[config.mk]
export PLATFORM = sky130hd
export DESIGN_NAME = tpw_pwm_top
export DESIGN_NICKNAME = d
export VERILOG_FILES = /design/src/include/tpw_pkg.sv /design/src/rtl/tpw_clk_div.sv /design/src/rtl/tpw_pwm_top.sv
export VERILOG_INCLUDE_DIRS = /design/src /design/src/include
export SDC_FILE = /design/constraint.sdc
export NUM_CORES = 1
export LEC_CHECK = 0
export ABC_AREA = 1
export BUFFER_PORTS_ARGS = -buffer_cell sky130_fd_sc_hd__buf_2
export CAP_MARGIN = 5
export CORE_ASPECT_RATIO = 1.75
export CORE_MARGIN = 3
export CORE_UTILIZATION = 45
export CTS_CLUSTER_SIZE = 12
export DETAILED_ROUTE_END_ITERATION = 7
export PLACE_DENSITY = 0.61
export SYNTH_ARGS = -nofsm -noshare
export SYNTH_HDL_FRONTEND = slang
export SYNTH_SLANG_ARGS = --single-unit
[constraint.sdc]
create_clock -name clk_i -period 2.24 [get_ports clk_i]
set_input_delay 0.448 -clock clk_i [delete_from_list [all_inputs] [get_ports clk_i]]
set_output_delay 0.448 -clock clk_i [all_outputs]
set_load 0.02 [all_outputs]
[src/include/tpw_regs.svh]
// Register offsets, field positions and constants of the PWM channel
`ifndef TPW_REGS_SVH
`define TPW_REGS_SVH

// ==========================================================
// Register byte offsets
`define TPW_ADR_MODE    8'h00
`define TPW_ADR_START   8'h04
`define TPW_ADR_DATA    8'h08
`define TPW_ADR_IRQ     8'h0c
`define TPW_ADR_STAT    8'h10

// ==========================================================
// Reset values and field codes
`define TPW_MODE_RST    8'h00
`define TPW_DATA_RST    16'h0000
`define TPW_OPM_TIMER   2'b00
`define TPW_OPM_EVENT   2'b01
`define TPW_OPM_PWM     2'b11
`define TPW_TRIG_EXT    1
`define TPW_TRIG_POL    0

// ==========================================================
// Modulator periods in count units
`define TPW_PER16       16'hffff
`define TPW_PER8        16'h00ff

// ==========================================================
// Count source divider masks
`define TPW_DIV_W       9
`define TPW_MASK2       9'h001
`define TPW_MASK16      9'h00f
`define TPW_MASK64      9'h03f
`define TPW_MASK512     9'h1ff

`endif

[src/include/tpw_pkg.sv]
// Types shared by the PWM channel modules
package tpw_pkg;

    // Mode configuration byte, bit 7 down to bit 0
    typedef struct packed {
        logic [1:0] src;
        logic       wide8;
        logic [1:0] trig;
        logic       rsv;
        logic [1:0] opm;
    } tpw_mode_t;

    typedef enum logic [0:0] {
        TPW_STOP,
        TPW_RUN
    } tpw_state_t;

endpackage

[src/rtl/tpw_clk_div.sv]
// Count source divider: one-cycle tick at clk/2, /16, /64 or /512
`timescale 1ns/100ps
`default_nettype none
`include "tpw_regs.svh"

module tpw_clk_div
    import tpw_pkg::*;
#(
    parameter int DIV_W = `TPW_DIV_W
)(
    input  wire logic       clk_i,
    input  wire logic       rst_i,
    input  wire logic [1:0] src_i,
    output var  logic       tick_o
);

    logic [DIV_W-1:0] div_r;
    logic [DIV_W-1:0] mask;

    function automatic logic [DIV_W-1:0] src_mask(input logic [1:0] s);
        case (s)
            2'b00:   src_mask = DIV_W'(`TPW_MASK2);
            2'b01:   src_mask = DIV_W'(`TPW_MASK16);
            2'b10:   src_mask = DIV_W'(`TPW_MASK64);
            default: src_mask = DIV_W'(`TPW_MASK512);
        endcase
    endfunction

    assign mask = src_mask(src_i);

    always_ff @(posedge clk_i)
    begin
        if (rst_i)
        begin
            div_r  <= '0;
            tick_o <= 1'b0;
        end
        else
        begin
            div_r  <= div_r + 1'b1;
            tick_o <= ((div_r & mask) == mask);
        end
    end

endmodule // tpw_clk_div
`default_nettype wire

[src/rtl/tpw_pwm_top.sv]
// PWM mode channel of a 16-bit timer with Wishbone register access
//
// Contract
// Count source select picks clock divided by 2, 16, 64 or 512.
// Trigger select 00/01 means software trigger, 10/11 means pin.
// Internal trigger fires when software writes one to start bit.
// Pin trigger on falling edge, or rising edge when bit 3 is one.
// Pin edges count only while the start bit is one.
// Triggers during pulse output are ignored.
// Selecting PWM mode drives the pulse output low.
// Accepted trigger starts down-counting and pulse output.
// Every high-to-low output edge sets the request bit, held till cleared. Leaving PWM mode drops the output without setting it.
// At each rising edge reload counter from reload value and continue.
// Width bit zero: period 65535 units, high time n units.
// Width bit one: prescale m+1, period (m+1)*255, high n*(m+1).
// Zero modulator value: no run, output low, no request.
// In 8-bit mode first hold output low for the high time.
// Data write when stopped loads reload and counter, else reload only.
// Software must not rely on reading the data register.
// Clearing start stops; a high output falls and sets the request.
// Switching into PWM from reset, timer or event mode sets request.
// Software clears the request bit after selecting the mode.
// Software sets the trigger pin as input before using it.
// After reset counting is stopped and no pulses are driven.
`timescale 1ns/100ps
`default_nettype none
`include "tpw_regs.svh"

module tpw_pwm_top
    import tpw_pkg::*;
#(
    parameter int CW = 16
)(
    input  wire logic        clk_i,
    input  wire logic        rst_i,
    input  wire logic        wb_cyc_i,
    input  wire logic        wb_stb_i,
    input  wire logic        wb_we_i,
    input  wire logic [7:0]  wb_adr_i,
    input  wire logic [3:0]  wb_sel_i,
    input  wire logic [31:0] wb_dat_i,
    output var  logic [31:0] wb_dat_o,
    output var  logic        wb_ack_o,
    input  wire logic        trigger_input_pin_i,
    input  wire logic        irq_accept_i,
    output var  logic        pulse_output_pin_o,
    output var  logic        irq_req_o
);

    // ==========================================================
    // Register bus decode
    tpw_mode_t        mode_r;
    logic             start_r;
    logic [CW-1:0]    reload_r;
    logic [CW-1:0]    cnt_r;
    logic [CW-1:0]    act_r;
    logic [7:0]       pre_r;
    tpw_state_t       st_r;
    tpw_state_t       st_nxt;

    wire bus_req   = wb_cyc_i && wb_stb_i && !wb_ack_o;
    wire bus_wr    = bus_req && wb_we_i;
    wire wr_mode   = bus_wr && wb_sel_i[0] && wb_adr_i == `TPW_ADR_MODE;
    wire wr_start  = bus_wr && wb_sel_i[0] && wb_adr_i == `TPW_ADR_START;
    wire wr_irq    = bus_wr && wb_sel_i[0] && wb_adr_i == `TPW_ADR_IRQ;
    wire wr_data   = bus_wr && wb_adr_i == `TPW_ADR_DATA;
    wire running   = (st_r == TPW_RUN);

    wire [CW-1:0] data_wr;
    assign data_wr = {wb_sel_i[1] ? wb_dat_i[15:8] : reload_r[15:8],
                      wb_sel_i[0] ? wb_dat_i[7:0]  : reload_r[7:0]};

    tpw_mode_t mode_wr;
    assign mode_wr = tpw_mode_t'(wb_dat_i[7:0]);

    wire start_nxt = wr_start ? wb_dat_i[0] : start_r;
    wire start_wr1 = wr_start && wb_dat_i[0];

    // Unmapped offsets answer with zero
    logic [31:0] rd_mux;
    always_comb
    begin
        case (wb_adr_i)
            `TPW_ADR_MODE:  rd_mux = {24'h000000, mode_r};
            `TPW_ADR_START: rd_mux = {31'h0, start_r};
            // Data reads are unspecified; the live count is shown
            `TPW_ADR_DATA:  rd_mux = {16'h0000, cnt_r};
            `TPW_ADR_IRQ:   rd_mux = {31'h0, irq_req_o};
            `TPW_ADR_STAT:  rd_mux = {30'h0, pulse_output_pin_o,
                                      running};
            default:        rd_mux = 32'h00000000;
        endcase
    end

    always_ff @(posedge clk_i)
    begin
        if (rst_i)
        begin
            wb_ack_o <= 1'b0;
            wb_dat_o <= 32'h00000000;
        end
        else
        begin
            wb_ack_o <= bus_req;
            wb_dat_o <= bus_req ? rd_mux : 32'h00000000;
        end
    end

    // ==========================================================
    // Count source and trigger pin
    logic tick;

    tpw_clk_div u_div (
        .clk_i  (clk_i),
        .rst_i  (rst_i),
        .src_i  (mode_r.src),
        .tick_o (tick)
    );

    logic [2:0] pin_sync_r;
    always_ff @(posedge clk_i)
    begin
        if (rst_i)
            pin_sync_r <= 3'h0;
        else
            pin_sync_r <= {pin_sync_r[1:0], trigger_input_pin_i};
    end

    // Edge seen between second and third stage only
    wire pin_rise  = pin_sync_r[1] && !pin_sync_r[2];
    wire pin_fall  = !pin_sync_r[1] && pin_sync_r[2];
    wire pin_edge  = mode_r.trig[`TPW_TRIG_POL] ? pin_rise : pin_fall;
    wire ext_sel   = mode_r.trig[`TPW_TRIG_EXT];
    wire pwm_mode  = (mode_r.opm == `TPW_OPM_PWM);

    // ==========================================================
    // Modulator lengths
    wire [CW-1:0] hi_len  = mode_r.wide8 ? {8'h00, reload_r[15:8]}
                                         : reload_r;
    wire [CW-1:0] act_hi  = mode_r.wide8 ? {8'h00, act_r[15:8]} : act_r;
    wire [CW-1:0] per_len = mode_r.wide8 ? `TPW_PER8 : `TPW_PER16;
    wire          hi_nz   = (hi_len != 16'h0000);
    wire          unit    = tick && (!mode_r.wide8 || pre_r == 8'h00);
    wire          ph_end  = (cnt_r <= 16'h0001);

    wire trig_raw  = ext_sel ? (start_r && pin_edge)
                             : start_wr1;
    // Running channel ignores triggers
    wire trig_acc  = pwm_mode && !running && hi_nz && trig_raw;
    wire stop_req  = running && (!start_nxt || !pwm_mode);
    wire stop_irq  = running && !start_nxt && pwm_mode
                     && pulse_output_pin_o;
    wire fall_ev   = running && !stop_req && unit && ph_end
                     && pulse_output_pin_o;
    wire rise_ev   = running && !stop_req && unit && ph_end
                     && !pulse_output_pin_o;
    wire mode_ev   = wr_mode && mode_wr.opm == `TPW_OPM_PWM
                     && (mode_r.opm == `TPW_OPM_TIMER
                     || mode_r.opm == `TPW_OPM_EVENT);

    always_comb
    begin
        case (st_r)
            TPW_STOP: st_nxt = trig_acc ? TPW_RUN : TPW_STOP;
            TPW_RUN:  st_nxt = stop_req ? TPW_STOP : TPW_RUN;
            default:  st_nxt = TPW_STOP;
        endcase
    end

    // ==========================================================
    // Configuration registers
    always_ff @(posedge clk_i)
    begin
        if (rst_i)
        begin
            mode_r   <= tpw_mode_t'(`TPW_MODE_RST);
            start_r  <= 1'b0;
            reload_r <= `TPW_DATA_RST;
        end
        else
        begin
            if (wr_mode)
                mode_r <= mode_wr;
            start_r <= start_nxt;
            if (wr_data)
                reload_r <= data_wr;
        end
    end

    // Set wins over any clear in the same cycle
    wire irq_set = fall_ev || stop_irq || mode_ev;
    wire irq_clr = irq_accept_i || (wr_irq && !wb_dat_i[0]);
    wire irq_wr1 = wr_irq && wb_dat_i[0];

    // ==========================================================
    // Modulator
    always_ff @(posedge clk_i)
    begin
        if (rst_i)
        begin
            st_r               <= TPW_STOP;
            cnt_r              <= `TPW_DATA_RST;
            act_r              <= `TPW_DATA_RST;
            pre_r              <= 8'h00;
            pulse_output_pin_o <= 1'b0;
            irq_req_o          <= 1'b0;
        end
        else
        begin
            st_r      <= st_nxt;
            irq_req_o <= irq_set || irq_wr1 || (irq_req_o && !irq_clr);
            if (!pwm_mode || stop_req)
                pulse_output_pin_o <= 1'b0;
            if (wr_data && !running)
                cnt_r <= data_wr;
            if (trig_acc)
            begin
                act_r <= reload_r;
                pre_r <= reload_r[7:0];
                cnt_r <= hi_len;
                // 8-bit start spends one high time low first
                pulse_output_pin_o <= !mode_r.wide8;
            end
            else if (running && !stop_req && tick)
            begin
                pre_r <= (pre_r == 8'h00) ? act_r[7:0]
                                          : pre_r - 8'h01;
                if (fall_ev)
                begin
                    pulse_output_pin_o <= 1'b0;
                    cnt_r <= per_len - act_hi;
                end
                else if (rise_ev)
                begin
                    act_r <= reload_r;
                    pre_r <= reload_r[7:0];
                    cnt_r <= hi_nz ? hi_len : per_len;
                    // A zero value leaves the output parked low
                    pulse_output_pin_o <= hi_nz;
                end
                else if (unit)
                    cnt_r <= cnt_r - 16'h0001;
            end
        end
    end

    // ==========================================================
    // Checks
    chk_zero_no_run: assert property (
        @(posedge clk_i) disable iff (rst_i)
        !running && trig_raw && !hi_nz |=> !running && !pulse_output_pin_o)
        else $error("zero value started the modulator");

    chk_fall_sets_irq: assert property (
        @(posedge clk_i) disable iff (rst_i)
        // Leaving PWM mode drops the output without a request
        $fell(pulse_output_pin_o) && pwm_mode |-> irq_req_o)
        else $error("falling output did not set request");

    chk_busy_ignore: assert property (
        @(posedge clk_i) disable iff (rst_i)
        running && trig_raw && !tick && !stop_req
        |=> $stable(cnt_r) && $stable(pulse_output_pin_o))
        else $error("trigger disturbed running output");

    chk_stop_falls: assert property (
        @(posedge clk_i) disable iff (rst_i)
        stop_irq |=> !pulse_output_pin_o && !running && irq_req_o)
        else $error("stop from high did not fall and flag");

    chk_mode_sets_irq: assert property (
        @(posedge clk_i) disable iff (rst_i)
        mode_ev |=> irq_req_o)
        else $error("mode switch did not set request");

    chk_ext_gate: assert property (
        @(posedge clk_i) disable iff (rst_i)
        ext_sel && !start_r && !running && !wr_start |=> !running)
        else $error("pin edge accepted with start clear");

    chk_eight_low_first: assert property (
        @(posedge clk_i) disable iff (rst_i)
        trig_acc && mode_r.wide8 |=> running && !pulse_output_pin_o)
        else $error("8-bit start did not hold low");

    chk_sixteen_start: assert property (
        @(posedge clk_i) disable iff (rst_i)
        trig_acc && !mode_r.wide8 |=> running && pulse_output_pin_o
            && cnt_r == $past(hi_len))
        else $error("16-bit start did not raise output");

    chk_not_pwm_low: assert property (
        @(posedge clk_i) disable iff (rst_i)
        !pwm_mode |=> !pulse_output_pin_o)
        else $error("output high outside PWM mode");

    chk_reload_rise: assert property (
        @(posedge clk_i) disable iff (rst_i)
        rise_ev && hi_nz |=> act_r == $past(reload_r)
            && pulse_output_pin_o && running)
        else $error("rising edge missed the reload");

    chk_write_stopped: assert property (
        @(posedge clk_i) disable iff (rst_i)
        wr_data && !running && !trig_acc |=> cnt_r == reload_r)
        else $error("stopped write did not load counter");

    chk_ack_single: assert property (
        @(posedge clk_i) disable iff (rst_i)
        wb_ack_o |=> !wb_ack_o)
        else $error("ack held longer than one cycle");

    chk_zero_parks_low: assert property (
        @(posedge clk_i) disable iff (rst_i)
        rise_ev && !hi_nz |=> running && !pulse_output_pin_o
            && cnt_r == $past(per_len))
        else $error("zero value did not park output low");

    chk_half_tick: assert property (
        @(posedge clk_i) disable iff (rst_i)
        mode_r.src == 2'b00 && tick && !wr_mode |=> !tick ##1 tick)
        else $error("divide by two source has wrong rate");

    chk_prescale_hold: assert property (
        @(posedge clk_i) disable iff (rst_i)
        running && mode_r.wide8 && tick && pre_r != 8'h00 && !stop_req
        |=> $stable(cnt_r))
        else $error("counter moved inside a prescale unit");

    chk_count_down: assert property (
        @(posedge clk_i) disable iff (rst_i)
        running && !stop_req && unit && !ph_end
        |=> cnt_r == $past(cnt_r) - 16'h0001)
        else $error("counter did not step down on a unit");

    chk_fall_low_len: assert property (
        @(posedge clk_i) disable iff (rst_i)
        fall_ev |=> !pulse_output_pin_o
            && cnt_r == $past(per_len) - $past(act_hi))
        else $error("low phase length not period minus high");

    chk_run_write: assert property (
        @(posedge clk_i) disable iff (rst_i)
        running && wr_data && !unit |=> $stable(cnt_r))
        else $error("running write touched the counter");

    chk_irq_held: assert property (
        @(posedge clk_i) disable iff (rst_i)
        irq_req_o && !irq_clr |=> irq_req_o)
        else $error("request bit dropped without a clear");

endmodule // tpw_pwm_top
`default_nettype wire

Word-level counts from Yosys, hierarchy flattened
Cells that the tools add are included.

word-level totals
  bits of input ports = 51
  register bits after elaboration = 114
  logic and storage cells = 132
  output and inout port bits = 35

cells by class
  $add $sub $neg = 4
  reduce and logical (&&, ||, !) cells = 61
  bitwise logic cells = 3
  muxes and demuxes = 34
  order comparisons = 1
  equal/unequal tests = 11

operator list
  operator                                                          count
  2-to-1 mux 16 bit                                                 14
  case mux 16 bit (5 select lines)                                  1
  2-to-1 mux 8 bit                                                  7
  logical AND 1 bit                                                 32
  case mux 9 bit (3 select lines)                                   1
  == test 8 x 4 -> 1 bit (second input constant)                    2
  less-or-equal comparator 16 x 1 -> 1 bit (second input constant)  1
  zero test 8 bit                                                   2
  nonzero test 16 bit                                               1
  subtractor 16 x 1 -> 16 bit (second input constant)               1
  subtractor 16 bit                                                 1
  zero test 1 bit                                                   11
  2-to-1 mux 1 bit                                                  10
  adder 9 x 1 -> 9 bit (second input constant)                      1
  AND 9 bit                                                         1
  == test 9 bit                                                     1
  logical OR 1 bit                                                  9
  == test 8 x 3 -> 1 bit (second input constant)                    1
  == test 8 x 5 -> 1 bit (second input constant)                    1
  subtractor 8 x 1 -> 8 bit (second input constant)                 1
  == test 2 bit (second input constant)                             3
  == test 2 x 1 -> 1 bit (second input constant)                    2
  zero test 2 bit                                                   2
  nonzero test 2 bit                                                2
  5 further kinds                                                   6

Longest topological paths before layout
Gate-level depths: netlist of the first run.

  word-level depth = 18
  mapped depth = 15
  depth with buffers taken out = 14

By module
A second synthesis of the first run with hierarchy kept.

second synthesis, totals
  cell total of the unflattened synthesis = 915
  area total of the unflattened synthesis = 5846.9 um2

modules (own cells, without submodules)
  module       area each (um2)  instances  cells each  seq. area each (um2)
  tpw_pwm_top  5412.7           1          850         1761.7
  tpw_clk_div  434.2            1          65          200.2

Worst setup path before layout of the first run
OpenSTA, ideal clock, no wires.

  path kind = reg2reg
  start point = register pre_r[0]
  end point = register cnt_r[9]
  setup slack = 0.365 ns
  library setup time = 0.132 ns
  cell stages (with the launch flop) = 13
  period minus slack after synthesis = 1.875 ns
  arrival = 1.742 ns
  data required time = 2.108 ns
  path buffers = 2
  path through = dfxtp_1 -> inv_1 -> ha_1 -> nand2_2 -> nor2_4 -> o21ai_2 -> buf_6 -> clkbuf_1 -> nand2_1 -> nand3_1 -> nand2_1 -> o21bai_1 -> a21oi_1

on the way
  cells in the longest elaborated chain, start to end = 10
  elaborated cells on any way between the ends = 12
  those cells by class = 5 x mux; 7 x reduce/logical

RTL lines
  element                          line                                    RTL
  from (decl)                      tpw_pwm_top.sv:57                       logic [7:0] pre_r;
  from (signal assigned)           tpw_pwm_top.sv:219                      pre_r <= reload_r[7:0];
  from (signal assigned)           tpw_pwm_top.sv:226                      pre_r <= (pre_r == 8'h00) ? act_r[7:0]
  from (signal assigned)           tpw_pwm_top.sv:236                      pre_r <= reload_r[7:0];
  zero test 8 bit *                tpw_pwm_top.sv:143                      wire unit = tick && (!mode_r.wide8 || pre_r == 8'h00);
  logical OR 1 bit *               tpw_pwm_top.sv:143
  logical AND 1 bit *              tpw_pwm_top.sv:143
  logical AND 1 bit (2 in series)  tpw_pwm_top.sv:153, tpw_pwm_top.sv:155
  logical AND 1 bit                tpw_pwm_top.sv:156                      && !pulse_output_pin_o;
  2-to-1 mux 16 bit                tpw_pwm_top.sv:233                      else if (rise_ev)
  2-to-1 mux 16 bit *              tpw_pwm_top.sv:228                      if (fall_ev)
  2-to-1 mux 16 bit *              tpw_pwm_top.sv:224                      else if (running && !stop_req && tick)
  2-to-1 mux 16 bit *              tpw_pwm_top.sv:216                      if (trig_acc)
  to (signal assigned)             tpw_pwm_top.sv:215                      cnt_r <= data_wr;
  to (signal assigned)             tpw_pwm_top.sv:220                      cnt_r <= hi_len;
  to (signal assigned)             tpw_pwm_top.sv:231                      cnt_r <= per_len - act_hi;
  to (decl)                        tpw_pwm_top.sv:55                       logic [CW-1:0] cnt_r;

Mark *: on every way between the ends. The rest lies on a longest branch, timed or not.
A chain may end at the register's enable or synchronous reset.

Worst setup path in the final report of the first run
  start point = register cnt_r[1]
  end point = register pre_r[4]

on the way
  cells in the longest elaborated chain, start to end = 7
  elaborated cells on any way between the ends = 8
  those cells by class = 1 x order compare; 4 x mux; 3 x reduce/logical

RTL lines
  element                                     line                                    RTL
  from (signal assigned)                      tpw_pwm_top.sv:202                      cnt_r <= `TPW_DATA_RST;
  from (signal assigned)                      tpw_pwm_top.sv:215
  from (signal assigned)                      tpw_pwm_top.sv:220
  less-or-equal comparator 16 x 1 -> 1 bit *  tpw_pwm_top.sv:144                      wire ph_end = (cnt_r <= 16'h0001);
  logical AND 1 bit *                         tpw_pwm_top.sv:153, tpw_pwm_top.sv:155
  logical AND 1 bit                           tpw_pwm_top.sv:156
  2-to-1 mux 8 bit                            tpw_pwm_top.sv:233
  2-to-1 mux 8 bit *                          tpw_pwm_top.sv:228
  2-to-1 mux 8 bit *                          tpw_pwm_top.sv:224
  2-to-1 mux 8 bit *                          tpw_pwm_top.sv:216

Mark *: on every way between the ends. The rest lies on a longest branch, timed or not. The select of a mux whose other input is x is not followed.

==> impl_metrics.py, run 1 <==
metrics = {
    "floorplanning": {
        "core_sq_um": 12570,
        "rows": 54,
        "start_util": 0.4647,
        "fp.dieW_um": 92.11,
        "die_area_sq_um": 14430,
        "die_y_um": 156.7,
        "io_pins": 86,
    },
    "yosys": {
        "ys_ff_latch": 98,
        "syn_area_per_cell_sq_um": 6.532,
        "netlist_area_sq_um": 5839,
        "ys_types": 47,
        "async_reset_ff_frac": 0,
        "yosysWarnings": 0,
        "seq_area_frac_synth": 0.3360,
        "syn-instance-count": 894,
        "synth-edff-count": 0,
        "ys.flop_type": "dfxtp_1",
    },
    "cts": {
        "cts_root_buf": "clkbuf_16",
        "cts_tree": "done",
        "hold_buffers": 0,
        "path_clk_slew_ps": 80,
        "h-tree-depth": 3,
        "cts_sinks": 98,
        "max-clock-path-buffers": 2,
        "numCtsBuffers": 9,
        "clkLatencyLatePin_ps": 360,
    },
    "worst_setup_path": {
        "cp-start-kind": "flop",
        "critPathMaxStageDelay_ps": 330,
        "path_class": "reg -> reg",
        "cp_cell_sequence": "inv_1, ha_2, nor2_1, nor3_2, nand3_2, nor2_4, nand3_4, o21ai_4, buf_6, nand2_1, o21ai_1, a21oi_1",
        "cp_data_required_time_ps": 2480,
        "cp.arrival_ps": 2370,
        "worstPathMaxFanout": 9,
        "crit_buf_inv": 2,
        "cp_top_family": "simple AND/OR/NAND/NOR gates",
        "r2r_slack_ps": 110,
        "cp_slowest_cell": "dfxtp_1",
        "end_kind": "flop",
        "rr_startpoint": "cnt_r[1]$_SDFF_PP0_",
        "critPathLaunch": "cnt_r[1]$_SDFF_PP0_",
    },
    "grt": {
        "grt_start_max_net_pins": 60,
        "grt_remaining_overflow": 0,
        "grt_pass1_wl_mm": 29.41,
        "antenna_found_initial": 0,
        "grtUsageTotal": 0.2593,
        "grt_pass1_vias": 5853,
    },
    "timing": {
        "worstMarginPinSlew_ps": 598.1,
        "setup_viol": 0,
        "slew_headroom": 0.6012,
        "fin_skew_ps": 10.21,
        "hold_viol": 0,
        "holdWs_ps": 290.4,
        "period_needed_ps": 2132,
        "min_period_over_period": 0.9516,
        "max_freq_mhz": 469.2,
        "slew_viol_final": 0,
    },
    "place": {
        "dp.final_hpwl_mm": 14.38,
        "dp_cells": 1136,
        "place.gp.congestion": 0.9398,
        "numPortBuffers": 51,
    },
    "route": {
        "ant_nets": 0,
        "drt_iter0_markers": 319,
        "drc_errors": 0,
        "num_vias": 6136,
        "routed_wl_mm": 18.52,
        "vias_per_cell": 5.290,
        "wl_per_cell_um": 15.96,
        "first_pass_iters": 6,
    },
    "final_layout": {
        "diodes": 0,
        "layout_common_cells": "nand2_1, inv_1, dfxtp_1",
        "final_common_cell": "nand2_1",
        "drive_gt1_frac": 0.1855,
        "nets": 1042,
        "instances_no_fill": 1160,
        "syn2layout_area_growth_pct": 20.63,
    },
    "power_and_ir_drop": {
        "p_sw_frac": 0.2640,
        "p_comb_frac": 0.063,
        "p_leak_nw": 3.201,
        "power.density_nw_per_um2": 503.1,
        "p_seq_frac": 0.495,
        "vdd_ir_drop_max_mv": 0.4135,
        "power_frac_clock": 0.442,
        "switchingPower_mw": 0.9354,
        "p_int_mw": 2.608,
    },
    "worst_hold_path": {
        "hold_class": "in -> reg",
        "worstHoldStart": "trigger_input_pin_i",
    },
    "flow_run": {
        "cap_viol_max_count": 0,
    },
    "run_status": {
        "outcome": "finished, final reports clean",
    },
}
[final cells by class]
class | instances | area (sq um)
clock buffer | 9 | 225.2
clock inverter | 7 | 73.82
fill | 1309 | 5523
inverter | 103 | 394.1
multi-input combinational | 653 | 3261
sequential | 98 | 1967
tap | 168 | 210.2
timing repair buffer | 122 | 913.4
[power groups by stage]
stage	Sequential (mW)	Clock, mW	Combinational, mW
after floorplan	1.80	0	0.154
after global placement	1.80	0	0.218
after detailed placement	1.80	0	0.219
after CTS	1.76	1.59	0.220
after global routing	1.76	1.65	0.247
final	1.76	1.57	0.222
[per-stage QoR]
stage / setup TNS (ps) / cell area, sq um / util / total power, mW / setup slack, ps
2_1_floorplan: 0 / 5896 / - / 1.950 / 365.5
4_1_cts: 0 / 6897 / 0.5488 / 3.568 / 45.67
5_1_grt: -87.15 / 7044 / 0.5605 / 3.655 / -22.11
3_3_place_gp: 0 / 6598 / 0.5250 / 2.014 / 0.8740
6_report: 0 / 7044 / 0.5605 / 3.544 / 108.5
3_5_place_dp: -28.01 / 6598 / 0.5250 / 2.015 / -17.01
[Yosys cell counts, types with 2 or more instances]
cell type	instances	area share
nor2_2	7	0.0075
inv_1	97	0.062
nor2_1	89	0.057
o221ai_1	2	0.0030
nand2_1	179	0.12
ha_1	4	0.0086
o21ai_0	87	0.075
nand3_4	3	0.0090
buf_4	19	0.024
buf_2	13	0.011
o211ai_1	7	0.0090
nand3_1	81	0.069
a21oi_1	84	0.072
nand3_2	2	0.0034
nor2_4	4	0.0077
o21ai_1	11	0.0094
nand2_2	4	0.0043
o21bai_1	7	0.0090
clkinv_1	3	0.0019
dfxtp_1	98	0.34
nand4_1	11	0.012
buf_6	4	0.0077
clkbuf_1	18	0.012
o22ai_1	10	0.011
nor3_1	14	0.012
xnor2_1	2	0.0030
or2_2	5	0.0054
xor2_1	7	0.010
nand2_4	2	0.0039
inv_2	2	0.0013
a31oi_1	2	0.0021
[routing by layer]
layer  up-vias  part of all wire  track usage  routed length [um]
met5         -                 0            0                   0
met4         0             0.050       0.1304                 931
met3        52             0.041      0.03463                 751
met2       185              0.52       0.4745                9562
met1      2794              0.39       0.2910                7273
li1       3105                 -            -                   -
[sequential cells by signal, summed over array words and instances (netlist names), 3 cells and up]
register and flops:
reload_r 16, u_div.div_r 9, cnt_r 16, pre_r 8, pin_sync_r 3, mode_r 7
act_r 16, wb_dat_o 16
[cells by family (layout without fill, tap and decap cells)]
logic type,Yosys count,count (layout),synth area share
flops,98,98,0.3360
simple gates,404,404,0.3124
xor+xnor,9,9,0.01350
buf+inv,158,241,0.1226
mux,1,1,0.001714
other cells,1,16,0.0006422
fa+ha+maj,4,4,0.008571
compound gates,219,219,0.2046
[final timing paths]
path	endpoint	depth (start not counted)
setup reg to reg	pre_r[4]$_SDFFE_PP0P_	12
hold reg to reg	pin_sync_r[1]$_SDFF_PP0_	2
hold / removal	pin_sync_r[0]$_SDFF_PP0_	3
setup / recovery	pre_r[4]$_SDFFE_PP0P_	12
[worst register-to-register path: stages, from the launching register on]
cell and delay, ps:
dfxtp_1 330, inv_1 100, ha_2 210, nor2_1 60, nor3_2 130, nand3_2 160
nor2_4 150, nand3_4 110, o21ai_4 320, buf_6 190, nand2_1 100, o21ai_1 100
a21oi_1 80
[what timing repair did]
item,CTS,global route
gates resized for setup,0,20
endpoints found under the setup margin,0,32
buffers inserted,0,7
Power figures use the tool's default switching activity.
==> inputs of run 2 (changes only) <==
--- a/config.mk
+++ b/config.mk
@@ -6,7 +6,6 @@
 export SDC_FILE = /design/constraint.sdc
 export NUM_CORES = 1
 export LEC_CHECK = 0
-export ABC_AREA = 1
 export BUFFER_PORTS_ARGS = -buffer_cell sky130_fd_sc_hd__buf_2
 export CAP_MARGIN = 5
 export CORE_ASPECT_RATIO = 1.75
@@ -14,7 +13,7 @@
 export CORE_UTILIZATION = 45
 export CTS_CLUSTER_SIZE = 12
 export DETAILED_ROUTE_END_ITERATION = 7
-export PLACE_DENSITY = 0.61
+export PLACE_DENSITY = 0.62
 export SYNTH_ARGS = -nofsm -noshare
 export SYNTH_HDL_FRONTEND = slang
 export SYNTH_SLANG_ARGS = --single-unit
==> constraint.sdc (replaced) <==
create_clock -name clk_i -period 2.3 [get_ports clk_i]
set_input_delay 0.46 -clock clk_i [delete_from_list [all_inputs] [get_ports clk_i]]
set_output_delay 0.46 -clock clk_i [all_outputs]
set_load 0.02 [all_outputs]
==> run 2 against run 1 <==
Effect of this change:
- the run now ends with negative setup slack left
- first-iteration DRC count increased by 76%
- worst hold slack improved by 48 ps
- register-to-register slack got worse by 150 ps
- synthesized area down 3.2%
- count of clock-buffer cells in the layout did not move
==> impl_metrics.py, run 2 <==
metrics = {
    "yosys": {
        "synth_commonest_cells": "nand2_1, dfxtp_1, a21oi_1, nor2_1, mux2i_1",
        "yosysTopAreaCellShare": 0.3471,
        "syn_area_per_cell_sq_um": 8.099,
        "synthTopCellsByArea": "dfxtp_1, nand2_1, mux2i_1",
        "ys_types": 78,
        "yosysWarnings": 0,
        "synth_most_common_cell": "nand2_1",
        "ys.flop_type": "dfxtp_1",
        "netlist_area_sq_um": 5653,
        "ys_ff_latch": 98,
        "yosys.area.top_type": "dfxtp_1",
        "seq_area_frac_synth": 0.3471,
        "synth-edff-count": 0,
        "syn-instance-count": 698,
        "async_reset_ff_frac": 0,
    },
    "grt": {
        "grt_pass1_wl_mm": 33.57,
        "grtUsageTotal": 0.3065,
        "grt_pass1_vias": 6372,
        "antenna_found_initial": 0,
        "grt_remaining_overflow": 0,
        "grt_start_max_net_pins": 42,
    },
    "worst_setup_path": {
        "cp.arrival_ps": 2670,
        "cp_data_required_time_ps": 2570,
        "rr_startpoint": "wb_ack_o$_SDFF_PP0_",
        "path_class": "in -> reg",
        "cp-start-kind": "input port",
        "worstPathMaxFanout": 8,
        "end_kind": "flop",
        "critPathLaunch": "wb_adr_i[0]",
    },
    "route": {
        "vias_per_cell": 5.974,
        "drt_iter0_markers": 561,
        "wl_per_cell_um": 20.67,
        "dr_wl_met3_mm": 1.005,
        "routed_wl_mm": 21.86,
        "ant_nets": 0,
        "first_pass_iters": 6,
        "highest-signal-layer": "met4",
        "num_vias": 6321,
        "wl_met2_mm": 11.22,
        "wl_met1_mm": 7.797,
        "drc_errors": 0,
    },
    "timing": {
        "period_needed_ps": 2397,
        "setup_viol": 7,
        "max_freq_mhz": 417.2,
        "tns_ps": -334.5,
        "layout_setup_ws_ps": -97.15,
        "fin_skew_ps": 10.44,
        "min_period_over_period": 1.042,
        "hold_viol": 0,
        "rsz0062_at_grt": "true",
        "slew_viol_final": 0,
    },
    "cts": {
        "path_clk_slew_ps": 80,
        "h-tree-depth": 3,
        "cts_root_buf": "clkbuf_16",
        "hold_buffers": 0,
        "clkLatencyLatePin_ps": 360,
        "cts_tree": "done",
        "cts_sinks": 98,
        "max-clock-path-buffers": 2,
        "numCtsBuffers": 9,
    },
    "final_layout": {
        "syn2layout_area_growth_pct": 40.68,
        "layout_common_cells": "buf_4, nand2_1, dfxtp_1",
        "drive_gt1_frac": 0.3516,
        "final_cell_area_sq_um": 7953,
        "nets": 943,
        "diodes": 0,
        "post-route-util": 0.6553,
        "final_common_cell": "buf_4",
    },
    "power_and_ir_drop": {
        "p_int_mw": 2.586,
        "power.density_nw_per_um2": 442.5,
        "vdd_ir_drop_max_mv": 0.4676,
        "power_frac_clock": 0.426,
        "p_sw_frac": 0.2651,
        "p_leak_nw": 3.261,
        "p_total_mw": 3.519,
        "switchingPower_mw": 0.9329,
        "p_comb_frac": 0.088,
        "p_seq_frac": 0.487,
    },
    "run_status": {
        "failed_checks": "negative setup slack",
        "outcome": "finished with violations",
    },
    "floorplanning": {
        "die_area_sq_um": 14000,
        "rows": 53,
        "core_sq_um": 12140,
        "fp.dieW_um": 90.73,
        "die_y_um": 154.3,
        "io_pins": 86,
        "start_util": 0.4658,
    },
    "place": {
        "place_area_sq_um": 7099,
        "dp.final_hpwl_mm": 16.23,
        "place.gp.congestion": 0.9531,
        "numPortBuffers": 51,
    },
    "flow_run": {
        "cap_viol_max_count": 0,
    },
    "worst_hold_path": {
        "worstHoldStart": "trigger_input_pin_i",
        "hold_class": "in -> reg",
    },
}
## run 2: cell count changes in the layout (fill, tap and decap cells not counted), sizes merged, moves of 37 or more
cell	previous run	this run
mux2i	1	38
o21ai	100	14
nand2	185	110
buf	121	218
nor2	101	62
inv	101	13
nand3	86	25
## run 2: critical path, stage by stage
cell	delay (ps)
buf_6	90
buf_6	100
or4b_4	540
or4_4	450
buf_12	170
buf_8	130
mux2i_2	150
a311o_1	350
a31oi_4	210
## run 2: layer usage
layer	global-route usage	vias up
met5	0	-
met4	0.2411	0
met3	0.03747	104
met2	0.5473	281
met1	0.3209	3026
li1	-	2910
## run 2: what timing repair did
| item | 4_1_cts | 5_1_grt |
|---|---|---|
| buffers inserted | 15 | 8 |
| setup endpoints to repair | 41 | 37 |
| pin swaps | 12 | 17 |
| resized for setup | 45 | 39 |
| gates cloned | 1 | 0 |
## run 2: kinds of logic (layout without fill, tap and decap cells)
family / after synthesis / after routing / share of synthesized area
compound gates: 164 / 165 / 0.2047
xor+xnor: 15 / 15 / 0.02324
fa+ha+maj: 4 / 4 / 0.008854
buf+inv: 64 / 243 / 0.06043
flops: 98 / 98 / 0.3471
mux: 45 / 45 / 0.08123
other cells: 1 / 16 / 0.0006634
simple gates: 307 / 307 / 0.2738
## run 2: per-stage QoR
step | hold slack [ps] | std cells | setup WS, ps
2_1_floorplan | 413.8 | 713 | -108.0
3_3_place_gp | 425.5 | 1018 | -534.1
3_5_place_dp | 438.7 | 1018 | -557.4
4_1_cts | 328.4 | 1050 | -38.54
5_1_grt | 342.2 | 1058 | -173.7
6_report | 338.3 | 1058 | -97.15
## run 2: worst paths after layout
check | cells past startpoint | slack [ps] | to
worst max-delay path | 9 | -100 | cnt_r[14]$_SDFF_PP0_
worst min-delay path | 2 | 340 | pin_sync_r[0]$_SDFF_PP0_
worst max register to register | 9 | -40 | cnt_r[2]$_SDFF_PP0_
worst min register to register | 1 | 450 | pin_sync_r[1]$_SDFF_PP0_
## run 2: power by group through the flow
stage | registers [mW] | clock network, mW | logic, mW
floorplan | 1.75 | 0 | 0.170
global placement | 1.75 | 0 | 0.274
detailed placement | 1.75 | 0 | 0.279
CTS | 1.71 | 1.52 | 0.289
global route | 1.71 | 1.58 | 0.327
finish | 1.71 | 1.50 | 0.308
## run 2: final cells by class
cell class                      count  area (sq um)
Tap cell                          165         206.4
Clock inverter                      7         60.06
Clock buffer                        9         225.2
Multi-Input combinational cell    552          3785
Fill cell                        1076          4183
Timing Repair Buffer              218          1679
Inverter                            9         33.78
Sequential cell                    98          1963
